## src/verilog/eimv_pkg.sv

```systemverilog
// Constants and types for the event interrupt mask and vector block.
package eimv_pkg;

	// APB address width; registers sit at byte address four times the index.
	localparam int unsigned ADDR_W = 18;
	localparam int unsigned DATA_W = 32;

	// Register indices.
	localparam logic [15:0] IDX_MASK_A = 16'h742C;
	localparam logic [15:0] IDX_MASK_B = 16'h742D;
	localparam logic [15:0] IDX_MASK_C = 16'h742E;
	localparam logic [15:0] IDX_FLAG_C = 16'h7431;
	localparam logic [15:0] IDX_VEC_A  = 16'h7432;
	localparam logic [15:0] IDX_VEC_B  = 16'h7433;
	localparam logic [15:0] IDX_VEC_C  = 16'h7434;
	localparam logic [15:0] IDX_FLAG_A = 16'h7440;
	localparam logic [15:0] IDX_FLAG_B = 16'h7441;

	// Number of flag sources per group and the vector width; fields start at bit 0.
	localparam int unsigned NUM_A  = 11;
	localparam int unsigned NUM_B  = 8;
	localparam int unsigned NUM_C  = 4;
	localparam int unsigned VEC_W  = 6;

	// Reset values.
	localparam logic [NUM_A-1:0] RST_A   = 11'h000;
	localparam logic [NUM_B-1:0] RST_B   = 8'h00;
	localparam logic [NUM_C-1:0] RST_C   = 4'h0;
	localparam logic [VEC_W-1:0] RST_VEC = 6'h00;

	// First ID of each group; source n of a group has ID base plus n.
	localparam logic [VEC_W-1:0] ID_BASE_A = 6'h01;
	localparam logic [VEC_W-1:0] ID_BASE_B = 6'h11;
	localparam logic [VEC_W-1:0] ID_BASE_C = 6'h21;

	// Bus answer phase.
	typedef enum logic [0:0] {
		EIMV_PH_IDLE = 1'b0,
		EIMV_PH_ACK  = 1'b1
	} eimv_phase_t;

	// Whole state of the block.
	typedef struct packed {
		logic [NUM_A-1:0]  mask_a;
		logic [NUM_B-1:0]  mask_b;
		logic [NUM_C-1:0]  mask_c;
		logic [NUM_A-1:0]  flag_a;
		logic [NUM_B-1:0]  flag_b;
		logic [NUM_C-1:0]  flag_c;
		logic [VEC_W-1:0]  vec_a;
		logic [VEC_W-1:0]  vec_b;
		logic [VEC_W-1:0]  vec_c;
		eimv_phase_t       phase;
		logic [DATA_W-1:0] prdata;
		logic              pslverr;
		logic              irq;
	} eimv_state_t;

	localparam eimv_state_t RST_STATE = '{
		mask_a: RST_A, mask_b: RST_B, mask_c: RST_C,
		flag_a: RST_A, flag_b: RST_B, flag_c: RST_C,
		vec_a: RST_VEC, vec_b: RST_VEC, vec_c: RST_VEC,
		phase: EIMV_PH_IDLE, prdata: 32'h0000_0000,
		pslverr: 1'b0, irq: 1'b0
	};

endpackage

```

## src/verilog/eimv_top.sv

```systemverilog
// Event interrupt flags, masks and priority vectors behind an APB slave.
`timescale 1ns/1ps
`default_nettype none

module eimv_top
	import eimv_pkg::*;
(
	// Clock and synchronous active-low reset.
	input  wire logic              core_clk_in,
	input  wire logic              rst_n_in,
	// Event sources, one bit per flag, high for each event.
	input  wire logic [NUM_A-1:0]  grp_a_event_in,
	input  wire logic [NUM_B-1:0]  grp_b_event_in,
	input  wire logic [NUM_C-1:0]  cap_event_in,
	// APB slave.
	input  wire logic              psel_in,
	input  wire logic              penable_in,
	input  wire logic              pwrite_in,
	input  wire logic [ADDR_W-1:0] paddr_in,
	input  wire logic [DATA_W-1:0] pwdata_in,
	output logic      [DATA_W-1:0] prdata_out,
	output logic                   pready_out,
	output logic                   pslverr_out,
	// Level interrupt request to the CPU.
	output logic                   irq_out
);

	// True when the word index of the address equals a register index.
	function automatic logic eimv_hit(input logic [ADDR_W-1:0] addr, input logic [15:0] idx);
		return addr[ADDR_W-1:2] == idx;
	endfunction

	// Priority pick: lowest set bit wins, ID is base plus bit number.
	function automatic logic [VEC_W-1:0] eimv_pick(input logic [15:0] pend, input logic [VEC_W-1:0] base);
		logic [VEC_W-1:0] id;
		id = RST_VEC;
		for (int i = 15; i >= 0; i--) begin
			if (pend[i]) begin
				id = base + VEC_W'(i);
			end
		end
		return id;
	endfunction

	eimv_state_t s;      // Registered state.
	eimv_state_t next_s; // Next state.

	logic             setup;  // Setup cycle of an APB transfer.
	logic             wr_acc; // Write completes at this edge.
	logic [NUM_A-1:0] pend_a; // Set and enabled group-A flags.
	logic [NUM_B-1:0] pend_b; // Set and enabled group-B flags.
	logic [NUM_C-1:0] pend_c; // Set and enabled capture flags.
	logic [NUM_A-1:0] clr_a;  // Write-one-clear pattern for group A.
	logic [NUM_B-1:0] clr_b;  // Write-one-clear pattern for group B.
	logic [NUM_C-1:0] clr_c;  // Write-one-clear pattern for capture flags.

	// Pending terms feed both the vectors and the interrupt line.
	assign pend_a = s.flag_a & s.mask_a;
	assign pend_b = s.flag_b & s.mask_b;
	assign pend_c = s.flag_c & s.mask_c;
	assign setup  = psel_in && !penable_in;
	assign wr_acc = psel_in && penable_in && (s.phase == EIMV_PH_ACK) && pwrite_in;

	// Clear patterns apply only on a completed write to the flag register.
	always_comb begin
		clr_a = RST_A;
		clr_b = RST_B;
		clr_c = RST_C;
		if (wr_acc && eimv_hit(paddr_in, IDX_FLAG_A)) begin
			clr_a = pwdata_in[NUM_A-1:0];
		end
		if (wr_acc && eimv_hit(paddr_in, IDX_FLAG_B)) begin
			clr_b = pwdata_in[NUM_B-1:0];
		end
		if (wr_acc && eimv_hit(paddr_in, IDX_FLAG_C)) begin
			clr_c = pwdata_in[NUM_C-1:0];
		end
	end

	// Next-state logic for registers, vectors, interrupt and bus answer.
	always_comb begin
		next_s = s;
		// An event in the clearing cycle wins over the clear.
		next_s.flag_a = (s.flag_a & ~clr_a) | grp_a_event_in;
		next_s.flag_b = (s.flag_b & ~clr_b) | grp_b_event_in;
		next_s.flag_c = (s.flag_c & ~clr_c) | cap_event_in;
		// Mask writes; upper bits are dropped so they read as zero.
		if (wr_acc && eimv_hit(paddr_in, IDX_MASK_A)) begin
			next_s.mask_a = pwdata_in[NUM_A-1:0];
		end
		if (wr_acc && eimv_hit(paddr_in, IDX_MASK_B)) begin
			next_s.mask_b = pwdata_in[NUM_B-1:0];
		end
		if (wr_acc && eimv_hit(paddr_in, IDX_MASK_C)) begin
			next_s.mask_c = pwdata_in[NUM_C-1:0];
		end
		// Vectors follow the pending flags; writes never reach them.
		next_s.vec_a = eimv_pick({5'h00, pend_a}, ID_BASE_A);
		next_s.vec_b = eimv_pick({8'h00, pend_b}, ID_BASE_B);
		next_s.vec_c = eimv_pick({12'h000, pend_c}, ID_BASE_C);
		// Interrupt is high while any enabled flag is set.
		next_s.irq = (|pend_a) || (|pend_b) || (|pend_c);
		// Ready rises in the first access cycle after every setup.
		next_s.phase = setup ? EIMV_PH_ACK : EIMV_PH_IDLE;
		// Read data and error are captured in the setup cycle.
		if (setup) begin
			next_s.prdata  = 32'h0000_0000;
			next_s.pslverr = 1'b0;
			if (eimv_hit(paddr_in, IDX_MASK_A)) begin
				next_s.prdata[NUM_A-1:0] = s.mask_a;
			end else if (eimv_hit(paddr_in, IDX_MASK_B)) begin
				next_s.prdata[NUM_B-1:0] = s.mask_b;
			end else if (eimv_hit(paddr_in, IDX_MASK_C)) begin
				next_s.prdata[NUM_C-1:0] = s.mask_c;
			end else if (eimv_hit(paddr_in, IDX_FLAG_A)) begin
				next_s.prdata[NUM_A-1:0] = s.flag_a;
			end else if (eimv_hit(paddr_in, IDX_FLAG_B)) begin
				next_s.prdata[NUM_B-1:0] = s.flag_b;
			end else if (eimv_hit(paddr_in, IDX_FLAG_C)) begin
				next_s.prdata[NUM_C-1:0] = s.flag_c;
			end else if (eimv_hit(paddr_in, IDX_VEC_A)) begin
				next_s.prdata[VEC_W-1:0] = s.vec_a;
			end else if (eimv_hit(paddr_in, IDX_VEC_B)) begin
				next_s.prdata[VEC_W-1:0] = s.vec_b;
			end else if (eimv_hit(paddr_in, IDX_VEC_C)) begin
				next_s.prdata[VEC_W-1:0] = s.vec_c;
			end else begin
				// Unmapped address answers with an error and zero data.
				next_s.pslverr = 1'b1;
			end
		end
	end

	// State register with synchronous reset.
	always_ff @(posedge core_clk_in) begin
		if (!rst_n_in) begin
			s <= RST_STATE;
		end else begin
			s <= next_s;
		end
	end

	// Outputs come straight from the state register.
	assign prdata_out  = s.prdata;
	assign pready_out  = (s.phase == EIMV_PH_ACK);
	assign pslverr_out = s.pslverr;
	assign irq_out     = s.irq;

	// A completed write sets the capture mask to the low four data bits.
	mask_c_write_a: assert property (
		@(posedge core_clk_in) disable iff (!rst_n_in)
		(wr_acc && eimv_hit(paddr_in, IDX_MASK_C)) |=> (s.mask_c == $past(pwdata_in[NUM_C-1:0])))
		else $error("capture mask not written");

	// A disabled capture flag never raises the vector.
	mask_c_gate_a: assert property (
		@(posedge core_clk_in) disable iff (!rst_n_in)
		(s.flag_c == 4'h1 && !s.mask_c[0]) |=> (s.vec_c == RST_VEC))
		else $error("disabled capture flag reached vector");

	// Group-A vector is zero with nothing pending and shows bit 0 first.
	vec_a_zero_a: assert property (
		@(posedge core_clk_in) disable iff (!rst_n_in)
		(pend_a == RST_A) |=> (s.vec_a == RST_VEC))
		else $error("group A vector not zero");

	vec_a_prio_a: assert property (
		@(posedge core_clk_in) disable iff (!rst_n_in)
		pend_a[0] |=> (s.vec_a == ID_BASE_A))
		else $error("group A priority wrong");

	// Group-B vector shows source 7 when it is the only pending source.
	vec_b_top_a: assert property (
		@(posedge core_clk_in) disable iff (!rst_n_in)
		(pend_b == 8'h80) |=> (s.vec_b == ID_BASE_B + 6'h07))
		else $error("group B vector wrong");

	// Capture vector is zero when nothing is pending, else in its ID range.
	vec_c_range_a: assert property (
		@(posedge core_clk_in) disable iff (!rst_n_in)
		(pend_c != RST_C) |=> (s.vec_c >= ID_BASE_C && s.vec_c <= ID_BASE_C + 6'h03))
		else $error("capture vector out of range");

	vec_c_zero_a: assert property (
		@(posedge core_clk_in) disable iff (!rst_n_in)
		(pend_c == RST_C) |=> (s.vec_c == RST_VEC))
		else $error("capture vector not zero");

	// Capture vector reads carry zero above bit 5 and match the vector.
	vec_read_a: assert property (
		@(posedge core_clk_in) disable iff (!rst_n_in)
		(setup && eimv_hit(paddr_in, IDX_VEC_C)) |=>
			(prdata_out[DATA_W-1:VEC_W] == 26'h0000000 && prdata_out[VEC_W-1:0] == $past(s.vec_c)))
		else $error("vector read wrong");

	// Write one clears a capture flag unless an event arrives.
	flag_c_clear_a: assert property (
		@(posedge core_clk_in) disable iff (!rst_n_in)
		(wr_acc && eimv_hit(paddr_in, IDX_FLAG_C) && pwdata_in[0] && !cap_event_in[0]) |=> !s.flag_c[0])
		else $error("capture flag not cleared");

	flag_c_set_a: assert property (
		@(posedge core_clk_in) disable iff (!rst_n_in)
		cap_event_in[0] |=> s.flag_c[0])
		else $error("capture event lost");

	// Group-A mask write lands and steers the interrupt line.
	mask_a_write_a: assert property (
		@(posedge core_clk_in) disable iff (!rst_n_in)
		(wr_acc && eimv_hit(paddr_in, IDX_MASK_A)) |=> (s.mask_a == $past(pwdata_in[NUM_A-1:0])))
		else $error("group A mask not written");

	irq_level_a: assert property (
		@(posedge core_clk_in) disable iff (!rst_n_in)
		((pend_a | {3'h0, pend_b}) != RST_A) |=> irq_out)
		else $error("interrupt not raised");

	// Ready answers exactly one cycle after setup.
	apb_ready_a: assert property (
		@(posedge core_clk_in) disable iff (!rst_n_in)
		setup |=> pready_out ##1 !pready_out)
		else $error("ready timing wrong");

	// A completed write sets the group-B mask to the low eight data bits.
	mask_b_write_a: assert property (
		@(posedge core_clk_in) disable iff (!rst_n_in)
		(wr_acc && eimv_hit(paddr_in, IDX_MASK_B)) |=> (s.mask_b == $past(pwdata_in[NUM_B-1:0])))
		else $error("group B mask not written");

	// Group-B vector is zero with nothing pending.
	vec_b_zero_a: assert property (
		@(posedge core_clk_in) disable iff (!rst_n_in)
		(pend_b == RST_B) |=> (s.vec_b == RST_VEC))
		else $error("group B vector not zero");

	// Bit 0 is the highest priority source of group B.
	vec_b_prio_a: assert property (
		@(posedge core_clk_in) disable iff (!rst_n_in)
		pend_b[0] |=> (s.vec_b == ID_BASE_B))
		else $error("group B priority wrong");

	// Bit 0 is the highest priority capture source.
	vec_c_prio_a: assert property (
		@(posedge core_clk_in) disable iff (!rst_n_in)
		pend_c[0] |=> (s.vec_c == ID_BASE_C))
		else $error("capture priority wrong");

	// Group-A vector stays inside the group's ID range while anything is pending.
	vec_a_range_a: assert property (
		@(posedge core_clk_in) disable iff (!rst_n_in)
		(pend_a != RST_A) |=> (s.vec_a >= ID_BASE_A && s.vec_a <= ID_BASE_A + 6'h0A))
		else $error("group A vector out of range");

	// A write to a vector register touches no mask and answers without error.
	vec_write_nop_a: assert property (
		@(posedge core_clk_in) disable iff (!rst_n_in)
		(wr_acc && (eimv_hit(paddr_in, IDX_VEC_A) || eimv_hit(paddr_in, IDX_VEC_B) ||
			eimv_hit(paddr_in, IDX_VEC_C))) |=>
			($stable(s.mask_a) && $stable(s.mask_b) && $stable(s.mask_c) && !pslverr_out))
		else $error("vector write had an effect");

	// Group-A and group-B vector reads carry zero above bit 5.
	vec_a_read_a: assert property (
		@(posedge core_clk_in) disable iff (!rst_n_in)
		(setup && eimv_hit(paddr_in, IDX_VEC_A)) |=> (prdata_out == DATA_W'($past(s.vec_a))))
		else $error("group A vector read wrong");

	vec_b_read_a: assert property (
		@(posedge core_clk_in) disable iff (!rst_n_in)
		(setup && eimv_hit(paddr_in, IDX_VEC_B)) |=> (prdata_out == DATA_W'($past(s.vec_b))))
		else $error("group B vector read wrong");

	// Capture flag reads show the flags with zero above bit 3.
	flag_c_read_a: assert property (
		@(posedge core_clk_in) disable iff (!rst_n_in)
		(setup && eimv_hit(paddr_in, IDX_FLAG_C)) |=> (prdata_out == DATA_W'($past(s.flag_c))))
		else $error("capture flag read wrong");

	// Capture mask reads show the mask with zero above bit 3.
	mask_c_read_a: assert property (
		@(posedge core_clk_in) disable iff (!rst_n_in)
		(setup && eimv_hit(paddr_in, IDX_MASK_C)) |=> (prdata_out == DATA_W'($past(s.mask_c))))
		else $error("capture mask read wrong");

	// Writing zero to a set capture flag leaves it set.
	flag_c_hold_a: assert property (
		@(posedge core_clk_in) disable iff (!rst_n_in)
		(wr_acc && eimv_hit(paddr_in, IDX_FLAG_C) && !pwdata_in[0] && s.flag_c[0]) |=> s.flag_c[0])
		else $error("capture flag lost on zero write");

	// The interrupt line drops when no enabled flag is set.
	irq_clear_a: assert property (
		@(posedge core_clk_in) disable iff (!rst_n_in)
		(pend_a == RST_A && pend_b == RST_B && pend_c == RST_C) |=> !irq_out)
		else $error("interrupt stuck high");

	// Reset leaves every vector and the capture mask at zero.
	reset_zero_a: assert property (
		@(posedge core_clk_in)
		!rst_n_in |=> (s.vec_a == RST_VEC && s.vec_b == RST_VEC &&
			s.vec_c == RST_VEC && s.mask_c == RST_C))
		else $error("reset value wrong");

endmodule

`default_nettype wire
```

## config.mk

```make
export PLATFORM = sky130hd
export DESIGN_NAME = eimv_top
export DESIGN_NICKNAME = d
export VERILOG_FILES = /design/src/verilog/eimv_pkg.sv /design/src/verilog/eimv_top.sv
export SDC_FILE = /design/constraint.sdc
export NUM_CORES = 1
export LEC_CHECK = 0
export BUFFER_PORTS_ARGS = -buffer_cell sky130_fd_sc_hd__clkbuf_2
export CAP_MARGIN = 15
export CORE_UTILIZATION = 40
export DETAILED_ROUTE_END_ITERATION = 6
export PLACE_DENSITY = 0.63
export SLEW_MARGIN = 20
export SYNTH_ARGS = -nofsm -noshare
export SYNTH_HDL_FRONTEND = slang
export SYNTH_SLANG_ARGS = --single-unit
```

## constraint.sdc

```tcl
create_clock -name core_clk_in -period 2.89 [get_ports core_clk_in]
set_input_delay 0.289 -clock core_clk_in [delete_from_list [all_inputs] [get_ports core_clk_in]]
set_output_delay 0.289 -clock core_clk_in [all_outputs]
set_load 0.02 [all_outputs]
```

* After elaboration in Yosys (flattened, before gate mapping) *
Index checks and enable logic that the tools add are counted.

storage, ports and cells
  register bits after elaboration = 78
  input bits = 78
  logic and storage cells = 119

operators by class
  eq/ne operators = 9
  multiplexer cells = 50
  bitwise operators = 13
  reduce and logical (&&, ||, !) cells = 25

operators by type and width
  cell                                                                     number
  16-bit by 15-bit equality test with 1-bit output, second input constant  9
  6-bit 2-to-1 mux                                                         8
  5-bit 2-to-1 mux                                                         8
  4-bit 2-to-1 mux                                                         7
  8-bit 2-to-1 mux                                                         3
  8-bit OR reduction                                                       3
  11-bit AND                                                               2
  11-bit 2-to-1 mux                                                        2
  11-bit OR reduction                                                      2
  3-bit 2-to-1 mux                                                         6
  8-bit AND                                                                2
  4-bit OR reduction                                                       4
  1-bit 2-to-1 mux                                                         11
  11-bit inverter                                                          1
  11-bit bitwise OR                                                        1
  1-bit logical AND                                                        10
  4-bit AND                                                                2
  2-bit 2-to-1 mux                                                         4
  8-bit inverter                                                           1
  8-bit bitwise OR                                                         1
  7-bit 2-to-1 mux                                                         1
  2-bit OR reduction                                                       3
  4-bit inverter                                                           1
  4-bit bitwise OR                                                         1
  3 further kinds                                                          4

* Logic depth before layout (Yosys ltp) *
  word-level depth = 12
  depth in mapped cells = 8

* Worst setup path after synthesis *
No wires, ideal clock.

  path type = input-to-reg
  from = input paddr_in[17]
  to = register s[88] (netlist name)
  library setup time = 0.116 ns
  data arrival time = 1.864 ns
  slack = 0.909 ns
  cell stages on the path = 7
  cell sequence = or4b_4 nor4_1 nand2_1 or2_1 buf_2 nand2_1 a21boi_1

between the ends
  word-level cells in the longest chain between the ends = 2

RTL lines
  what                                              line             text
  from (decl)                                       eimv_top.sv:19   input wire logic [ADDR_W-1:0] paddr_in,
  16-bit by 15-bit equality test with 1-bit output  eimv_top.sv:30   return addr[ADDR_W-1:2] == idx;
  1-bit logical AND                                 eimv_top.sv:88   if (wr_acc && eimv_hit(paddr_in, IDX_MASK_A)) begin
  to (signal assigned)                              eimv_top.sv:139  s <= next_s;
  to (decl)                                         eimv_top.sv:45   eimv_state_t s;

No other way between the ends.
A chain may end at the register's enable or synchronous reset.

* Worst setup path in the final report *
  from = input paddr_in[17]
  to = register s (netlist bit prdata_out[2])

between the ends
  word-level cells in the longest chain between the ends = 10
  elaborated cells between the ends (all ways) = 18
  those cells by class = eq/ne: 9; mux: 9

RTL lines
  what                                              line             text
  16-bit by 15-bit equality test with 1-bit output  eimv_top.sv:30
  6-bit 2-to-1 mux                                  eimv_top.sv:125  end else if (eimv_hit(paddr_in, IDX_VEC_C)) begin
  6-bit 2-to-1 mux                                  eimv_top.sv:123  end else if (eimv_hit(paddr_in, IDX_VEC_B)) begin
  6-bit 2-to-1 mux                                  eimv_top.sv:121  end else if (eimv_hit(paddr_in, IDX_VEC_A)) begin
  4-bit 2-to-1 mux                                  eimv_top.sv:119  end else if (eimv_hit(paddr_in, IDX_FLAG_C)) begin
  6-bit 2-to-1 mux                                  eimv_top.sv:117  end else if (eimv_hit(paddr_in, IDX_FLAG_B)) begin
  8-bit 2-to-1 mux                                  eimv_top.sv:115  end else if (eimv_hit(paddr_in, IDX_FLAG_A)) begin
  4-bit 2-to-1 mux                                  eimv_top.sv:113  end else if (eimv_hit(paddr_in, IDX_MASK_C)) begin
  8-bit 2-to-1 mux                                  eimv_top.sv:111  end else if (eimv_hit(paddr_in, IDX_MASK_B)) begin
  11-bit 2-to-1 mux *                               eimv_top.sv:109  if (eimv_hit(paddr_in, IDX_MASK_A)) begin

Every way passes the cells marked *; elsewhere a longest branch is shown, timed or not.

==> summary by stage <==
Timing
The number of slew-limit violations in the final report is 0. The worst-case headroom to the max-slew limit is between 30% and 40%. The final period demand of the worst path is ~2.1 ns. Setup violations remaining at the end of the flow were counted as 0.

Setup repair after global routing left no endpoint under its margin. The pin slew with the least headroom to its limit is about 0.91 ns. Timing would allow up to 469.9 MHz.

The setup skew after layout is 0.007657 ns. In the post-route analysis, the smallest setup slack over all paths is ~0.76 ns. Of the available clock period, the critical path in the final layout requires roughly three quarters. Summed over all failing endpoints, the final setup total negative slack is 0 ns.

The smallest hold slack is around 0.16 ns. The final number of hold-violating endpoints came to 0.

Layout
In the final layout, the share of cells above drive strength 1 is between 20% and 30%. The antenna diode instance count is 0. The most frequent standard cell in the layout excluding fill and tap cells is sky130_fd_sc_hd__nand2_1. The filler cell count in the final layout is ~860. For this run, the share of the core covered by cells in the final layout is between 40 and 50%. For this run, the post-layout net count is 586. The final cell count without fillers is 621. The finished cells cover between 0.004 and 0.005 sq mm. Leaving out fill and tap cells, the most frequent cells in the layout are sky130_fd_sc_hd__nand2_1, sky130_fd_sc_hd__dfxtp_1, sky130_fd_sc_hd__clkbuf_2. The relative area change from synthesis to final layout is 13.86%.

Route
In the routed layout, each cell is associated on average with a via count of between 5 and 6. The routed wire length is approximately 9800 microns. The detailed-route DRC error count is 0.

The first detailed-routing pass took 4 iterations. The average wire length per cell after detail routing is approximately 16 microns. The total via count after detailed routing is around 3300. The number of nets with antenna violations after detailed routing is 0. The number of design-rule violations left by the first detailed-router iteration is 210.

Yosys
The count of unique library cells instantiated by Yosys is approximately 60. The mux cell area share after synthesis is ~4.3%. The part of the Yosys area used for sequential elements is roughly two fifths. The number of flip-flops and latches in the synthesized netlist is between 70 and 80. Yosys attributes the largest share of cell area to sky130_fd_sc_hd__dfxtp_1, sky130_fd_sc_hd__nand2_1, sky130_fd_sc_hd__buf_4.

The dominant combinational cell family by area after synthesis is simple AND/OR/NAND/NOR gates. The number of synthesized flops with an enable pin is 0. The xor and xnor area share after synthesis is 0%. Summing the areas of all compound-gate instances in the mapped netlist gives 19.17% of the synthesized area.

The count of warnings emitted by yosys is 0. The mean area per synthesized cell is around 8.3 sq um. Of the total synthesized cell area, the portion taken by AND, OR, NAND and NOR gates is 28.42%. The dominant register cell in the synthesized netlist is sky130_fd_sc_hd__dfxtp_1. The library cell with the largest summed area after synthesis is sky130_fd_sc_hd__dfxtp_1. The count of mapped cells out of synthesis is roughly 450. The post-synthesis adder-cell area fraction is 0%.

The summed instance area of the synthesized netlist is around 0.0037 sq mm. In this run the biggest area consumer among cell types represents roughly two fifths of the synthesized area. The proportion of synthesized flip-flops having asynchronous set or reset is 0%.

GRT
For this run the aggregate overflow at the end of global routing stands at 0. The first global-routing pass estimated about 15000 microns of wire. The number of antenna violations at the first check in global routing was 0. The maximum number of pins on one net before global-route repair is 55. The via count of the first global-routing pass came to roughly 3000. The aggregate global-route resource usage is around a fifth.

Clocking
Buffers inserted to repair hold after CTS numbered 0. The clock reaches the later pin of the worst-skew pair after around 0.35 ns. The CTS sink count is 73. Clock-pin slew was measured on the worst setup and hold paths at ~0.080 ns. Gates resized during post-CTS repair numbered 0. In this run the number of H-tree levels came out at 3. The number of buffers inserted during clock tree synthesis is 9.

The deepest clock path buffer count is 2. In this run the post-CTS setup repair buffer count came out at 0. The clock tree root buffer cell is sky130_fd_sc_hd__clkbuf_8. TritonCTS built the clock tree.

Die
The width of the die is ~100 microns. The die is between 90 and 100 microns tall. The floorplan has 34 rows. The area of the die is roughly 0.0098 sq mm. The top-level port count is 113. The region available for standard cell placement spans about 0.0089 sq mm. Once the floorplan was initialized, standard cells occupied a little over two fifths of the core.

Pwr
The areal power density over the cells is roughly 520 mW/mm^2. The power share of the combinational group is a little under a tenth. The internal power summed over all cells is 1.674 mW.

The static power due to leakage is around 1.7 nW. The net switching share of the total power is between 20% and 30%. The part of the total power dissipated in the clock network is a little over two fifths. The total power after layout is between 2 and 2.5 mW. The peak supply drop is about 0.33 mV.

For this design the total switching power over the nets is about 540 uW. The sequential power share is about half.

Status
The run finished with clean final reports.

Min path
The tightest min-delay check is of the input pin to register type.

Setup path
By startpoint and endpoint, the worst setup path is classified as input pin to register. The required time of the critical path is 3.19 ns. The largest individual stage delay along the critical path comes from the cell sky130_fd_sc_hd__nor4b_1.

Walking the worst path, the cells encountered are clkbuf_2, nor4b_1, nand3_1, nor2_1, a32oi_1, a21oi_1, o21a_1. Data on the critical path arrives at its endpoint at between 2 and 2.5 ns. The largest incremental delay on the critical path is about 0.66 ns. The category of the worst setup path launch point is an input pin.

The type of destination of the critical path is a register. The highest net fanout along the worst path is 8. The critical path buffer and inverter count is 1. The family of cells with the greatest summed delay on the critical path is simple AND/OR/NAND/NOR gates.

Placed design
Detailed placement ended at an HPWL of 7293 microns. The congestion estimate from routability-driven global placement came to roughly 0.9. Prior to clock tree synthesis, the placed netlist has a worst setup slack of between 0.4 and 0.5 ns. Buffers placed on the I/O ports in this run total a little under 70.

The number of placed instances, taps included, is between 600 and 700. The total placed instance area is around 0.004 sq mm.

Flow run
Across the run, the number of max-cap violations was 0.
==> synth_stat cells (2+ instances only) <==
cell,number
sky130_fd_sc_hd__dfxtp_1,73
sky130_fd_sc_hd__and2_1,4
sky130_fd_sc_hd__o22ai_1,3
sky130_fd_sc_hd__a31oi_1,3
sky130_fd_sc_hd__buf_2,2
sky130_fd_sc_hd__nor2_1,12
sky130_fd_sc_hd__o21a_1,3
sky130_fd_sc_hd__buf_4,33
sky130_fd_sc_hd__nor2_2,3
sky130_fd_sc_hd__nor2_4,2
sky130_fd_sc_hd__nand4_1,3
sky130_fd_sc_hd__nor4_1,5
sky130_fd_sc_hd__nor3_2,2
sky130_fd_sc_hd__nor3_1,6
sky130_fd_sc_hd__a32oi_1,4
sky130_fd_sc_hd__nand2b_1,8
sky130_fd_sc_hd__a21boi_0,4
sky130_fd_sc_hd__a21oi_1,41
sky130_fd_sc_hd__and3_1,2
sky130_fd_sc_hd__clkbuf_1,14
sky130_fd_sc_hd__a22oi_1,10
sky130_fd_sc_hd__o311ai_0,2
sky130_fd_sc_hd__nand2_1,83
sky130_fd_sc_hd__nor3b_1,4
sky130_fd_sc_hd__o21ai_0,11
sky130_fd_sc_hd__a221oi_1,7
sky130_fd_sc_hd__a21boi_1,11
sky130_fd_sc_hd__nand3b_1,2
sky130_fd_sc_hd__inv_1,4
sky130_fd_sc_hd__nand3_1,10
sky130_fd_sc_hd__mux2i_1,15
sky130_fd_sc_hd__a22o_1,2
sky130_fd_sc_hd__nor4b_1,2
sky130_fd_sc_hd__nor2b_1,38
==> final cells by class <==
| cell class | instances | area, sq um | share of cell area (%) |
|---|---|---|---|
| timing repair buffer | 74 | 385.4 | 9.035 |
| clock buffer | 12 | 165.2 | 3.872 |
| inverter | 4 | 15.01 | 0.3520 |
| sequential | 73 | 1461 | 34.26 |
| clock inverter | 4 | 73.82 | 1.731 |
| multi-input combinational | 346 | 2029 | 47.58 |
| tap | 108 | 135.1 | 3.168 |
==> tightest hold or removal path, cell delays in order <==
cell and delay [ns]:
sky130_fd_sc_hd__clkbuf_2 0.07, sky130_fd_sc_hd__a21oi_1 0.03, sky130_fd_sc_hd__nor2b_1 0.08
==> worst paths after layout <==
kind	start	end	slack, ns	cells past startpoint
max	paddr_in[17]	prdata_out[2]$_SDFFE_PN0P_	0.76	7
min	grp_b_event_in[0]	s[57]$_SDFF_PN0_	0.16	3
max reg2reg	pready_out$_SDFF_PN0_	s[72]$_SDFF_PN0_	1.06	6
min reg2reg	prdata_out[4]$_SDFFE_PN0P_	prdata_out[4]$_SDFFE_PN0P_	0.46	2
==> power by group through the flow <==
stage | clock network, mW | registers (mW) | logic [mW]
3_3_place_gp | 0 | 1.09 | 0.197
2_1_floorplan | 0 | 1.08 | 0.155
4_1_cts | 0.953 | 1.07 | 0.202
6_report | 0.938 | 1.07 | 0.203
3_5_place_dp | 0 | 1.09 | 0.201
5_1_grt | 0.994 | 1.07 | 0.223
==> flip-flops by register name, indices dropped and copies added (netlist names) <==
| register | count |
|---|---|
| s | 59 |
| pslverr_out | 1 |
| pready_out | 1 |
| prdata_out | 11 |
| irq_out | 1 |
==> routing by layer <==
metal | routed length, microns | vias up | GRT usage, %
li1 | - | 1654 | -
met1 | 4709 | 1551 | 28.68
met2 | 4302 | 123 | 31.68
met3 | 601 | 12 | 3.262
met4 | 146 | 0 | 7.233
met5 | 0 | - | 0
==> cells by family (layout without fill, tap and decap cells) <==
group,count (synthesis),after routing
DFF,73,73
other,1,21
AOI/OAI and AO/OA,110,110
buffers and inverters,54,94
muxes,16,16
and+or+nand+nor,199,199
Power figures use the tool's default switching activity.
